File: src/include/ser_defs.svh
// Offsets, field positions, codes and constants of the status event reporter
`ifndef SER_DEFS_SVH
`define SER_DEFS_SVH
`define SER_OFF_CTRL     8'h00
`define SER_OFF_POST     8'h04
`define SER_OFF_QUERY    8'h08
`define SER_OFF_STATUS   8'h0c
`define SER_OFF_CMD      8'h10
`define SER_OFF_CHAR     8'h14
`define CTRL_INHIBIT     0
`define CTRL_SERIAL      1
`define CMD_DCL          0
`define CMD_REINIT       1
`define CMD_LLO          2
`define EV_NUM           46
`define EV_NONE          6'h2e
`define IDX_INTERNAL     6'h00
`define IDX_EXEC_HI      6'h10
`define IDX_CMD_HI       6'h1e
`define IDX_WARN_HI      6'h26
`define IDX_PWRON        6'h27
`define IDX_COMM_HI      6'h2a
`define IDX_SYS_HI       6'h2d
`define NIB_CMD          4'h1
`define NIB_EXEC         4'h2
`define NIB_INT          4'h3
`define NIB_WARN         4'h5
`define NIB_PWRON        4'h1
`define NIB_OPC          4'h2
`define CODE_NONE        10'h000
`define CODE_INTERNAL    10'h15f
`define CODE_LLO         10'h0fb
`define CHAR_LO          8'h20
`define CHAR_HI          8'h7e
`define CHAR_SPACE       8'h20
`define PEND_RESET       46'h00_8000_0000_00
`endif

File: src/include/ser_pkg.sv
// Types shared by the status event reporter
package ser_pkg;
  typedef enum logic [2:0] {
    ST_NORMAL = 3'b001,
    ST_TEST   = 3'b010,
    ST_HALT   = 3'b100
  } init_state_t;
  typedef struct packed {
    logic        psel;
    logic        penable;
    logic        pwrite;
    logic [7:0]  paddr;
    logic [31:0] pwdata;
  } apb_req_t;
  typedef struct packed {
    logic [31:0] prdata;
    logic        pready;
    logic        pslverr;
  } apb_rsp_t;
endpackage

File: src/logic/status_event_reporter.sv
// Status byte, event store, service request and serial report logic
`timescale 1ns/1ps
`include "ser_defs.svh"
module status_event_reporter
  import ser_pkg::*;
(
  input  wire logic     clk_i,
  input  wire logic     srst_i,
  input  wire apb_req_t apb_i,
  output apb_rsp_t      apb_o,
  input  wire logic     poll_i,
  input  wire logic     cmd_busy_i,
  input  wire logic     selftest_done_i,
  input  wire logic     selftest_fail_i,
  input  wire logic     tx_ready_i,
  output logic          srq_o,
  output logic [7:0]    stb_o,
  output logic          stb_valid_o,
  output logic          tx_valid_o,
  output logic [7:0]    tx_data_o,
  output logic          selftest_run_o,
  output logic          normal_op_o
);

  // Code to store index, severity order built into the index layout
  function automatic logic [5:0] code_to_idx(input logic [9:0] c);
    logic [5:0] r;
    r = `EV_NONE;
    if (c == `CODE_INTERNAL) r = `IDX_INTERNAL;
    else if (c == 10'h0c9) r = 6'h01;
    else if (c == 10'h0cb) r = 6'h02;
    else if (c == 10'h0cd) r = 6'h03;
    else if (c == 10'h0ce) r = 6'h04;
    else if (c >= 10'h0fb && c <= 10'h100) r = 6'(c - 10'h0fb) + 6'h05;
    else if (c >= 10'h102 && c <= 10'h107) r = 6'(c - 10'h102) + 6'h0b;
    else if (c >= 10'h065 && c <= 10'h06d) r = 6'(c - 10'h065) + 6'h11;
    else if (c >= 10'h097 && c <= 10'h09b) r = 6'(c - 10'h097) + 6'h1a;
    else if (c >= 10'h227 && c <= 10'h22e) r = 6'(c - 10'h227) + 6'h1f;
    else if (c == 10'h191) r = `IDX_PWRON;
    else if (c >= 10'h1c3 && c <= 10'h1c8) r = 6'(c - 10'h1c3) + 6'h28;
    return r;
  endfunction

  function automatic logic [9:0] idx_to_code(input logic [5:0] i);
    logic [9:0] r;
    r = `CODE_NONE;
    if (i == `IDX_INTERNAL) r = `CODE_INTERNAL;
    else if (i == 6'h01) r = 10'h0c9;
    else if (i == 6'h02) r = 10'h0cb;
    else if (i == 6'h03) r = 10'h0cd;
    else if (i == 6'h04) r = 10'h0ce;
    else if (i <= 6'h0a) r = 10'(i - 6'h05) + 10'h0fb;
    else if (i <= `IDX_EXEC_HI) r = 10'(i - 6'h0b) + 10'h102;
    else if (i <= 6'h19) r = 10'(i - 6'h11) + 10'h065;
    else if (i <= `IDX_CMD_HI) r = 10'(i - 6'h1a) + 10'h097;
    else if (i <= `IDX_WARN_HI) r = 10'(i - 6'h1f) + 10'h227;
    else if (i == `IDX_PWRON) r = 10'h191;
    else if (i <= `IDX_SYS_HI) r = 10'(i - 6'h28) + 10'h1c3;
    return r;
  endfunction

  // Status byte of an index; bit 7 zero, bit 6 request, bit 5 error, bit 4 busy
  function automatic logic [7:0] stb_of(input logic [5:0] i, input logic inh,
                                        input logic busy);
    logic       rqs;
    logic [7:0] r;
    rqs = ~inh;
    r   = {3'b000, busy, 4'h0};
    if (i == `IDX_INTERNAL) r = {1'b0, rqs, 1'b1, busy, `NIB_INT};
    else if (i <= `IDX_EXEC_HI) r = {1'b0, rqs, 1'b1, busy, `NIB_EXEC};
    else if (i <= `IDX_CMD_HI) r = {1'b0, rqs, 1'b1, busy, `NIB_CMD};
    else if (i <= `IDX_WARN_HI) r = {1'b0, rqs, 1'b1, busy, `NIB_WARN};
    else if (i == `IDX_PWRON) r = {1'b0, rqs, 1'b0, busy, `NIB_PWRON};
    else if (i <= `IDX_COMM_HI) r = {1'b0, rqs, 1'b1, busy, `NIB_EXEC};
    else if (i <= `IDX_SYS_HI) r = {1'b0, rqs, 1'b0, busy, `NIB_OPC};
    return r;
  endfunction

  logic [`EV_NUM-1:0] pend_ff;
  logic [`EV_NUM-1:0] nxt_pend;
  logic [`EV_NUM-1:0] set_vec;
  logic [`EV_NUM-1:0] clr_vec;
  logic [5:0]         top_idx;
  logic [5:0]         sel_idx;
  logic               inhibit_ff;
  logic               serial_ff;
  init_state_t        state_ff;
  init_state_t        nxt_state;
  logic               poll_s1_ff;
  logic               poll_s2_ff;
  logic               poll_s3_ff;
  logic               poll_edge;
  logic [5:0]         q_idx_ff;
  logic [5:0]         tx_idx_ff;
  logic [7:0]         char_ff;
  logic               wr_acc;
  logic               rd_acc;
  logic               setup;
  logic               post_wr;
  logic               cmd_wr;
  logic               dcl;
  logic               reinit;
  logic               llo;
  logic               test_end;
  logic               tx_take;
  logic               any_nxt;
  logic [5:0]         post_idx;
  logic               mapped;

  assign setup    = apb_i.psel & ~apb_i.penable;
  assign wr_acc   = apb_i.psel & apb_i.penable & apb_o.pready & apb_i.pwrite;
  assign rd_acc   = apb_i.psel & apb_i.penable & apb_o.pready & ~apb_i.pwrite;
  assign post_wr  = wr_acc & (apb_i.paddr == `SER_OFF_POST);
  assign cmd_wr   = wr_acc & (apb_i.paddr == `SER_OFF_CMD);
  assign dcl      = cmd_wr & apb_i.pwdata[`CMD_DCL];
  assign reinit   = cmd_wr & apb_i.pwdata[`CMD_REINIT];
  assign llo      = cmd_wr & apb_i.pwdata[`CMD_LLO];
  assign post_idx = code_to_idx(apb_i.pwdata[9:0]);
  assign test_end = (state_ff == ST_TEST) & selftest_done_i;
  assign tx_take  = tx_valid_o & tx_ready_i;
  assign mapped   = (apb_i.paddr == `SER_OFF_CTRL) | (apb_i.paddr == `SER_OFF_POST)
                  | (apb_i.paddr == `SER_OFF_QUERY) | (apb_i.paddr == `SER_OFF_STATUS)
                  | (apb_i.paddr == `SER_OFF_CMD) | (apb_i.paddr == `SER_OFF_CHAR);

  // Poll strobe comes off the bus pins; edge taken after the second stage
  always_ff @(posedge clk_i) begin
    if (srst_i) begin
      poll_s1_ff <= 1'b0;
      poll_s2_ff <= 1'b0;
      poll_s3_ff <= 1'b0;
    end else begin
      poll_s1_ff <= poll_i;
      poll_s2_ff <= poll_s1_ff;
      poll_s3_ff <= poll_s2_ff;
    end
  end
  assign poll_edge = poll_s2_ff & ~poll_s3_ff;

  // Lowest index wins, so the layout itself is the severity order
  always_comb begin
    top_idx = `EV_NONE;
    for (int k = `EV_NUM - 1; k >= 0; k--) begin
      if (pend_ff[k]) top_idx = 6'(k);
    end
    sel_idx = top_idx;
    if (inhibit_ff) sel_idx = pend_ff[`IDX_PWRON] ? `IDX_PWRON : `EV_NONE;
  end

  always_comb begin
    set_vec = '0;
    clr_vec = '0;
    if (post_wr && post_idx != `EV_NONE) set_vec[post_idx] = 1'b1;
    if (llo) set_vec[code_to_idx(`CODE_LLO)] = 1'b1;
    if (test_end) set_vec[`IDX_PWRON] = 1'b1;
    if (rd_acc && apb_i.paddr == `SER_OFF_QUERY && q_idx_ff != `EV_NONE)
      clr_vec[q_idx_ff] = 1'b1;
    if (poll_edge && !serial_ff && sel_idx != `EV_NONE)
      clr_vec[sel_idx] = 1'b1;
    if (tx_take && tx_idx_ff != `EV_NONE) clr_vec[tx_idx_ff] = 1'b1;
    if (dcl) clr_vec = clr_vec | ~(`EV_NUM'(1) << `IDX_PWRON);
    if (reinit) clr_vec = '1;
    // New events beat a clear landing in the same cycle
    nxt_pend = (pend_ff & ~clr_vec) | set_vec;
    any_nxt  = inhibit_ff ? nxt_pend[`IDX_PWRON] : (|nxt_pend);
  end

  always_ff @(posedge clk_i) begin
    if (srst_i) pend_ff <= `PEND_RESET;
    else pend_ff <= nxt_pend;
  end

  // Reinitialise sequence
  always_comb begin
    nxt_state = state_ff;
    case (state_ff)
      ST_NORMAL: if (reinit) nxt_state = ST_TEST;
      ST_TEST: begin
        if (test_end) nxt_state = selftest_fail_i ? ST_HALT : ST_NORMAL;
      end
      ST_HALT: if (reinit) nxt_state = ST_TEST;
      default: nxt_state = ST_NORMAL;
    endcase
    if (reinit) nxt_state = ST_TEST;
  end

  always_ff @(posedge clk_i) begin
    if (srst_i) begin
      state_ff       <= ST_NORMAL;
      normal_op_o    <= 1'b1;
      selftest_run_o <= 1'b0;
    end else begin
      state_ff       <= nxt_state;
      normal_op_o    <= (nxt_state == ST_NORMAL);
      selftest_run_o <= (nxt_state == ST_TEST);
    end
  end

  // Control register; power-up state re-enables service requests
  always_ff @(posedge clk_i) begin
    if (srst_i) begin
      inhibit_ff <= 1'b0;
      serial_ff  <= 1'b0;
    end else if (reinit) begin
      inhibit_ff <= 1'b0;
    end else if (wr_acc && apb_i.paddr == `SER_OFF_CTRL) begin
      inhibit_ff <= apb_i.pwdata[`CTRL_INHIBIT];
      serial_ff  <= apb_i.pwdata[`CTRL_SERIAL];
    end
  end

  always_ff @(posedge clk_i) begin
    if (srst_i) char_ff <= `CHAR_SPACE;
    else if (wr_acc && apb_i.paddr == `SER_OFF_CHAR) begin
      if (apb_i.pwdata[7:0] >= `CHAR_LO && apb_i.pwdata[7:0] <= `CHAR_HI)
        char_ff <= apb_i.pwdata[7:0];
      else char_ff <= `CHAR_SPACE;
    end
  end

  // Parallel bus: poll answer and service request line
  always_ff @(posedge clk_i) begin
    if (srst_i) begin
      stb_o       <= 8'h00;
      stb_valid_o <= 1'b0;
      srq_o       <= 1'b0;
    end else begin
      stb_valid_o <= poll_edge & ~serial_ff;
      if (poll_edge && !serial_ff)
        stb_o <= stb_of(sel_idx, inhibit_ff, cmd_busy_i);
      // Drop for one cycle after a poll, so the rest gets a fresh request
      srq_o <= ~serial_ff & any_nxt & ~poll_edge;
    end
  end

  // Serial link: byte goes out unprompted, event cleared on acceptance
  always_ff @(posedge clk_i) begin
    if (srst_i) begin
      tx_valid_o <= 1'b0;
      tx_data_o  <= 8'h00;
      tx_idx_ff  <= `EV_NONE;
    end else if (tx_take || reinit || dcl) begin
      tx_valid_o <= 1'b0;
      tx_idx_ff  <= `EV_NONE;
    end else if (!tx_valid_o && serial_ff && sel_idx != `EV_NONE) begin
      tx_valid_o <= 1'b1;
      tx_data_o  <= stb_of(sel_idx, inhibit_ff, cmd_busy_i);
      tx_idx_ff  <= sel_idx;
    end
  end

  // APB slave; data sampled in setup, answered in the first access cycle
  always_ff @(posedge clk_i) begin
    if (srst_i) begin
      apb_o    <= '0;
      q_idx_ff <= `EV_NONE;
    end else begin
      apb_o.pready  <= setup;
      apb_o.pslverr <= setup & ~mapped;
      if (setup) begin
        q_idx_ff     <= top_idx;
        apb_o.prdata <= 32'h0000_0000;
        case (apb_i.paddr)
          `SER_OFF_CTRL:   apb_o.prdata <= {30'h0, serial_ff, inhibit_ff};
          `SER_OFF_QUERY:  apb_o.prdata <= {22'h0, idx_to_code(top_idx)};
          // Inhibited events still show here, with the request bit low
          `SER_OFF_STATUS: apb_o.prdata <= {19'h0, srq_o, state_ff, |pend_ff,
                                            stb_of(top_idx, inhibit_ff, cmd_busy_i)};
          `SER_OFF_CHAR:   apb_o.prdata <= {24'h0, char_ff};
          default:         apb_o.prdata <= 32'h0000_0000;
        endcase
      end
    end
  end
endmodule

File: config.mk
export PLATFORM = sky130hd
export DESIGN_NAME = status_event_reporter
export DESIGN_NICKNAME = d
export VERILOG_FILES = /design/src/include/ser_pkg.sv /design/src/logic/status_event_reporter.sv
export VERILOG_INCLUDE_DIRS = /design/src /design/src/include
export SDC_FILE = /design/constraint.sdc
export NUM_CORES = 1
export LEC_CHECK = 0
export ABC_AREA = 1
export BUFFER_PORTS_ARGS = -buffer_cell sky130_fd_sc_hd__buf_4
export CAP_MARGIN = 20
export CELL_PAD_IN_SITES_DETAIL_PLACEMENT = 1
export CELL_PAD_IN_SITES_GLOBAL_PLACEMENT = 2
export CORE_ASPECT_RATIO = 1.4
export CORE_MARGIN = 5
export CORE_UTILIZATION = 34
export DETAILED_ROUTE_END_ITERATION = 8
export PLACE_DENSITY_LB_ADDON = 0.1
export SYNTH_ARGS = -nofsm -noshare
export SYNTH_HDL_FRONTEND = slang
export SYNTH_SLANG_ARGS = --single-unit
File: constraint.sdc
create_clock -name clk_i -period 9.9 [get_ports clk_i]
set_input_delay 1.98 -clock clk_i [delete_from_list [all_inputs] [get_ports clk_i]]
set_output_delay 1.98 -clock clk_i [all_outputs]
set_load 0.005 [all_outputs]
# After elaboration in Yosys (flattened, before gate mapping)
# Index checks and enable logic that the tools add are counted.
dict set report word_totals {
  reg_bits 129
  latch_bits 0
  mem_bits_rw 0
  rom_bits 0
  out_inout_bits 55
  mem_count 0
}
dict set report classes {
  add_sub_neg 24
  mul 0
  div 0
  magnitude_cmp 34
  n_eq_ne 26
  shifts 0
  muxes 109
  bitwise_logic 36
  n_reduce_logical 35
}
# operator count
set ops {}
lappend ops {{2-to-1 mux 6 bit} 58}
lappend ops {{2-to-1 mux 46 bit} 6}
lappend ops {{bitwise OR 46 bit} 3}
lappend ops {{2-to-1 mux 10 bit} 12}
lappend ops {{2-to-1 mux 7 bit} 14}
lappend ops {{OR reduction 46 bit} 2}
lappend ops {{one-hot mux 13 bit (4 select lines)} 1}
lappend ops {{bitwise AND 46 bit} 1}
lappend ops {{inverter 46 bit} 1}
lappend ops {{equality test 10 x 8 -> 1 bit, second input constant} 4}
lappend ops {{<= comparator 6 bit, second input constant} 6}
lappend ops {{<= comparator 10 x 9 -> 1 bit, second input constant} 3}
lappend ops {{<= comparator 6 x 5 -> 1 bit, second input constant} 5}
lappend ops {{less-than comparator 6 x 7 -> 1 bit, second input constant} 4}
lappend ops {{demux 1 bit (select 6 bit)} 4}
lappend ops {{greater-or-equal comparator 6 x 1 -> 1 bit, second input constant} 4}
lappend ops {{!= test 6 bit, second input constant} 4}
lappend ops {{logical AND 1 bit} 21}
lappend ops {{subtractor 6 x 5 -> 7 bit, second input constant} 3}
lappend ops {{adder 10 x 9 -> 10 bit, second input constant} 2}
lappend ops {{adder 7 x 9 -> 10 bit, second input constant} 2}
lappend ops {{equality test 10 x 9 -> 1 bit, second input constant} 2}
lappend ops {{greater-or-equal comparator 10 x 8 -> 1 bit, second input constant} 2}
lappend ops {{greater-or-equal comparator 10 x 9 -> 1 bit, second input constant} 2}
lappend ops {{45 further kinds} 98}

# Longest topological paths before layout
dict set report logic_depth {
  word_depth 64
  depth_mapped 68
  ltp_nobuf 68
}

# Worst setup path before layout
# Ideal clock, no wire load.
dict set report synth_timing {
  path_kind {input to register}
  startpoint {input port apb_i[0] in the netlist's numbering}
  endpoint {register srq_o}
  setup_time_ns 0.117
  arrival_ns 5.509
  t_required_ns 9.783
  path_slack_ns 4.274
  cell_stages 25
  n_path_buf 1
  path_cell_list {clkbuf_1 clkinv_1 ha_1 nor2_1 inv_1 o2111ai_1 nand3_1 o311ai_1 a21oi_1 nor2_1 inv_1 nor2_1 nand3_1 nand2_1 nor2_1 inv_1 nor2_1 a22oi_1 nand3_1 nor3_1 nand2_1 nor2_1 nand2_1 nor2_1 a21oi_1}
}
dict set report synth_between {
  elab_chain_cells 25
  word_cells_on_any_way 68
}
# item line
set synth_lines {}
lappend synth_lines {{start: declaration} status_event_reporter.sv:9} ;# input wire apb_req_t apb_i,
lappend synth_lines {{subtractor 6 x 2 -> 6 bit (tied with other cells)} status_event_reporter.sv:40} ;# else if (c >= 10'h1c3 && c <= 10'h1c8) r = 6'(c - 10'h1c3) + 6'h28;
lappend synth_lines {{adder 6 bit / logical AND 1 bit (equally long branches)} status_event_reporter.sv:40}
lappend synth_lines {{2-to-1 mux 6 bit} status_event_reporter.sv:40}
lappend synth_lines {{2-to-1 mux 6 bit} status_event_reporter.sv:39} ;# else if (c == 10'h191) r = `IDX_PWRON;
lappend synth_lines {{2-to-1 mux 6 bit} status_event_reporter.sv:38} ;# else if (c >= 10'h227 && c <= 10'h22e) r = 6'(c - 10'h227) + 6'h1f;
lappend synth_lines {{2-to-1 mux 6 bit} status_event_reporter.sv:37} ;# else if (c >= 10'h097 && c <= 10'h09b) r = 6'(c - 10'h097) + 6'h1a;
lappend synth_lines {{2-to-1 mux 6 bit} status_event_reporter.sv:36} ;# else if (c >= 10'h065 && c <= 10'h06d) r = 6'(c - 10'h065) + 6'h11;
lappend synth_lines {{2-to-1 mux 6 bit} status_event_reporter.sv:35} ;# else if (c >= 10'h102 && c <= 10'h107) r = 6'(c - 10'h102) + 6'h0b;
lappend synth_lines {{[8 not listed]} --}
lappend synth_lines {{2-to-1 mux 1 bit (not written as such)} status_event_reporter.sv:152} ;# if (post_wr && post_idx != `EV_NONE) set_vec[post_idx] = 1'b1;
lappend synth_lines {{demux 1 bit (select 6 bit)} status_event_reporter.sv:152}
lappend synth_lines {{2-to-1 mux 46 bit} status_event_reporter.sv:152}
lappend synth_lines {{2-to-1 mux 1 bit (on tied branches)} {status_event_reporter.sv:153, status_event_reporter.sv:154}}
lappend synth_lines {{bitwise OR 46 bit (*)} status_event_reporter.sv:163} ;# nxt_pend = (pend_ff & ~clr_vec) | set_vec;
lappend synth_lines {{OR reduction 46 bit} status_event_reporter.sv:164} ;# any_nxt = inhibit_ff ? nxt_pend[`IDX_PWRON] : (|nxt_pend);
lappend synth_lines {{2-to-1 mux 1 bit (*)} status_event_reporter.sv:164}
lappend synth_lines {{bitwise AND 1 bit (*) (2 in series)} status_event_reporter.sv:231} ;# srq_o <= ~serial_ff & any_nxt & ~poll_edge;
lappend synth_lines {{end signal: assignment} status_event_reporter.sv:231}
lappend synth_lines {{end: declaration} status_event_reporter.sv:16} ;# output logic srq_o,
# Mark *: on every way between the ends. The rest lies on a longest branch, timed or not.
# A chain may end at the register's enable or synchronous reset.

# Worst setup path after layout
# Same ends and word-level chain as after synthesis.

==> run_results.csv <==
group,metric,value,unit
yosys,yosysSeqAreaShare,0.224,
sta,rsz0062_at_grt,"false",
layout,final_common_cell,"nand2_1",
worst_setup_path,cp_max_fo,11,
yosys,synth-edff-count,0,
pwr,seqPwrFrac,0.442,
run_status,outcome,"complete, no violations",
yosys,yosysWarningCount,0,
global_routing,grt_pass1_vias,11400,
pwr,power_frac_clock,0.393,
worst_setup_path,crit_top_cell,"nor2_1",
yosys,synth_ff_type,"dfxtp_1",
pwr,power_switching,0.000322,W
layout,area_delta_synth_final,11.1,%
worst_setup_path,critPathArrivalTime,7.12,ns
layout,utilization,0.382,
place,port-buffer-count,59,
clocking,htree_num_levels,3,
floorplanning,io_pins,105,
sta,fmax,146,MHz
floorplanning,core.rowCount,72,
place,gp_congestion,0.932,
clocking,cts_sinks,106,
global_routing,overflow,0,
place,place_hpwl,34.4,mm
worst_setup_path,setup.worst_path.start_class,"input pin",
drt,dr.first_iter.drc_count,701,
yosys,yosysTopAreaCell,"dfxtp_1",
floorplanning,core-area,27600,µm²
clocking,cts_tree,"built",
floorplanning,die_x,151,µm
pwr,peakVddDrop,0.0755,mV
drt,ant_nets,0,
clocking,ctsLongestPathBuffers,2,
sta,relSlewSlack,0.206,
sta,setup_viol,0,
pwr,power.leakage,5.10,nW
clocking,holdBufCountCts,0,
drt,routed_wl,42.8,mm
worst_setup_path,cp_slowest_cell,"nor2_1",
drt,firstDrtPassIters,5,
floorplanning,die_y,208,µm
global_routing,grt_pass1_wl,65.7,mm
yosys,syn_area_per_cell,5.89,µm²
sta,worstMarginPinSlew,1.18,ns
flow_run,max_cap_violations,0,
yosys,synth_cells,1611,
clocking,clk_latency,0.38,ns
clocking,post_cts_buffers,0,
layout,diodes,0,
drt,viasPerCell,5.41,
clocking,numCtsBuffers,9,
clocking,clkTransAtPathRegs,0.08,ns
worst_setup_path,critPathMaxStageDelay,0.71,ns
yosys,synth_top_area_share,0.224,
worst_setup_path,worstSetupPathType,"in -> reg",
layout,layout_common_cells,"378 x nand2_1, 247 x inv_1, 212 x nor2_1, 113 x a21oi_1, 106 x dfxtp_1",
sta,skew,0.0127,ns
clocking,ctsResizeCount,0,
sta,hold_violations,0,
yosys,ys_seq_elements,106,
pwr,p_per_area,93.5,nW/µm²
worst_hold_path,holdCritPathClass,"reg -> reg",
worst_setup_path,cp_data_required_time,10.15,ns
sta,min_period,6.87,ns
layout,drive_above_1_share,0.0700,
pwr,p_int,0.000664,W
yosys,synth_area_leaders,"dfxtp_1 22%, nand2_1 15%, inv_1 9.8%",
yosys,syn_area,9490,µm²
sta,setup_tns,0,ns
global_routing,grt_max_degree,75,
drt,remaining_drc_errors,0,
yosys,synth.distinct_cells,57,
yosys,async_reset_ff_frac,0,
drt,via_count,11000,
floorplanning,start_util,0.344,
drt,wl_per_cell,21.1,µm
global_routing,antenna_found_initial,0,
floorplanning,dieArea,31400,µm²
pwr,combPwrFrac,0.165,
clocking,ctsRootBufferMaster,"clkbuf_16",
global_routing,grt_usage,0.273,
pwr,switching_share,0.326,
worst_setup_path,end_kind,"flop",
sta,post-route-period-util,0.694,
layout,fin_nets,1742,
sta,maxSlewViolCount,0,
==> critical path, delay by kind of cell <==
kind,cells,cell delay (ns)
buf+inv,6,0.97
simple gates,14,2.82
compound gates,4,0.93
fa+ha+maj,1,0.41
==> per-stage QoR <==
stage | setup slack, ns | area, µm² | total power (W) | hold WS (ns) | cells
2_1_floorplan | 4.27 | 9570 | 0.000552 | 0.388 | 1633
3_3_place_gp | 2.71 | 10200 | 0.000605 | 0.391 | 2012
3_5_place_dp | 2.71 | 10200 | 0.000608 | 0.403 | 2012
4_1_cts | 3.11 | 10500 | 0.000997 | 0.417 | 2028
5_1_grt | 2.51 | 10500 | 0.00103 | 0.467 | 2028
6_report | 3.03 | 10500 | 0.000986 | 0.412 | 2028
==> cell families (layout without fill, tap and decap cells) <==
| family | after synthesis | in the layout | synth area share |
|---|---|---|---|
| compound gates | 342 | 342 | 0.215 |
| xor+xnor | 29 | 29 | 0.0268 |
| fa+ha+maj | 39 | 39 | 0.0514 |
| buf+inv | 318 | 343 | 0.137 |
| flops | 106 | 106 | 0.224 |
| other cells | 1 | 23 | 0.000395 |
| simple gates | 776 | 776 | 0.345 |
==> power by group through the flow <==
stage	sequential [W]	combinational (W)	clock [W]
3_5_place_dp	0.000446	0.000162	0
5_1_grt	0.000437	0.000180	0.000413
4_1_cts	0.000436	0.000163	0.000399
3_3_place_gp	0.000446	0.000160	0
2_1_floorplan	0.000444	0.000108	0
6_report	0.000436	0.000162	0.000388
==> sequential cells by signal (all words and copies together) (netlist names) <==
| name | count |
|---|---|
| normal_op_o | 1 |
| stb_o | 6 |
| inhibit_ff | 1 |
| apb_o | 15 |
| tx_valid_o | 1 |
| char_ff | 8 |
| stb_valid_o | 1 |
| state_ff | 3 |
| poll_s3_ff | 1 |
| pend_ff | 46 |
| poll_s1_ff | 1 |
| selftest_run_o | 1 |
| tx_idx_ff | 6 |
| poll_s2_ff | 1 |
| tx_data_o | 6 |
| serial_ff | 1 |
| q_idx_ff | 6 |
| srq_o | 1 |
==> worst paths after layout <==
| check | startpoint | to | slack (ns) | cells past startpoint |
|---|---|---|---|---|
| worst min-delay path | poll_s1_ff | poll_s2_ff | 0.41 | 2 |
| worst min register to register | poll_s1_ff | poll_s2_ff | 0.41 | 2 |
| worst max-delay path | apb_i[0] | srq_o | 3.03 | 25 |
| worst max register to register | pend_ff[45] | srq_o | 3.92 | 35 |
==> synth_stat cells, types with 6 or more instances <==
cell / instances
ha_1: 39
nand4_1: 25
nand2_1: 378
buf_4: 24
nor3_1: 30
clkbuf_1: 30
a31oi_1: 7
o21ai_1: 25
nand3_1: 93
nand2_2: 7
xnor2_1: 6
xor2_1: 23
nor4_1: 11
inv_1: 247
a22oi_1: 17
o211ai_1: 19
a21oi_1: 113
o2111ai_1: 10
a2111oi_0: 11
nor2_1: 212
o21ai_0: 91
dfxtp_1: 106
a211oi_1: 18
==> routing by layer <==
layer / vias to the layer above / share of wire / global-route usage
met3: 117 / 0.035 / 0.0301
met4: 0 / 0.059 / 0.149
met2: 294 / 0.51 / 0.487
li1: 5329 / - / -
met1: 5234 / 0.39 / 0.312
met5: - / 0 / 0
==> cell type report <==
| type | count | area [µm²] |
|---|---|---|
| Timing Repair Buffer | 69 | 518 |
| Inverter | 258 | 971 |
| Clock inverter | 7 | 86.3 |
| Tap cell | 370 | 463 |
| Clock buffer | 9 | 225 |
| Multi-Input combinational cell | 1209 | 6160 |
| Sequential cell | 106 | 2120 |
| Fill cell | 3843 | 17000 |
Note: power is estimated with default switching activity, not from simulation.
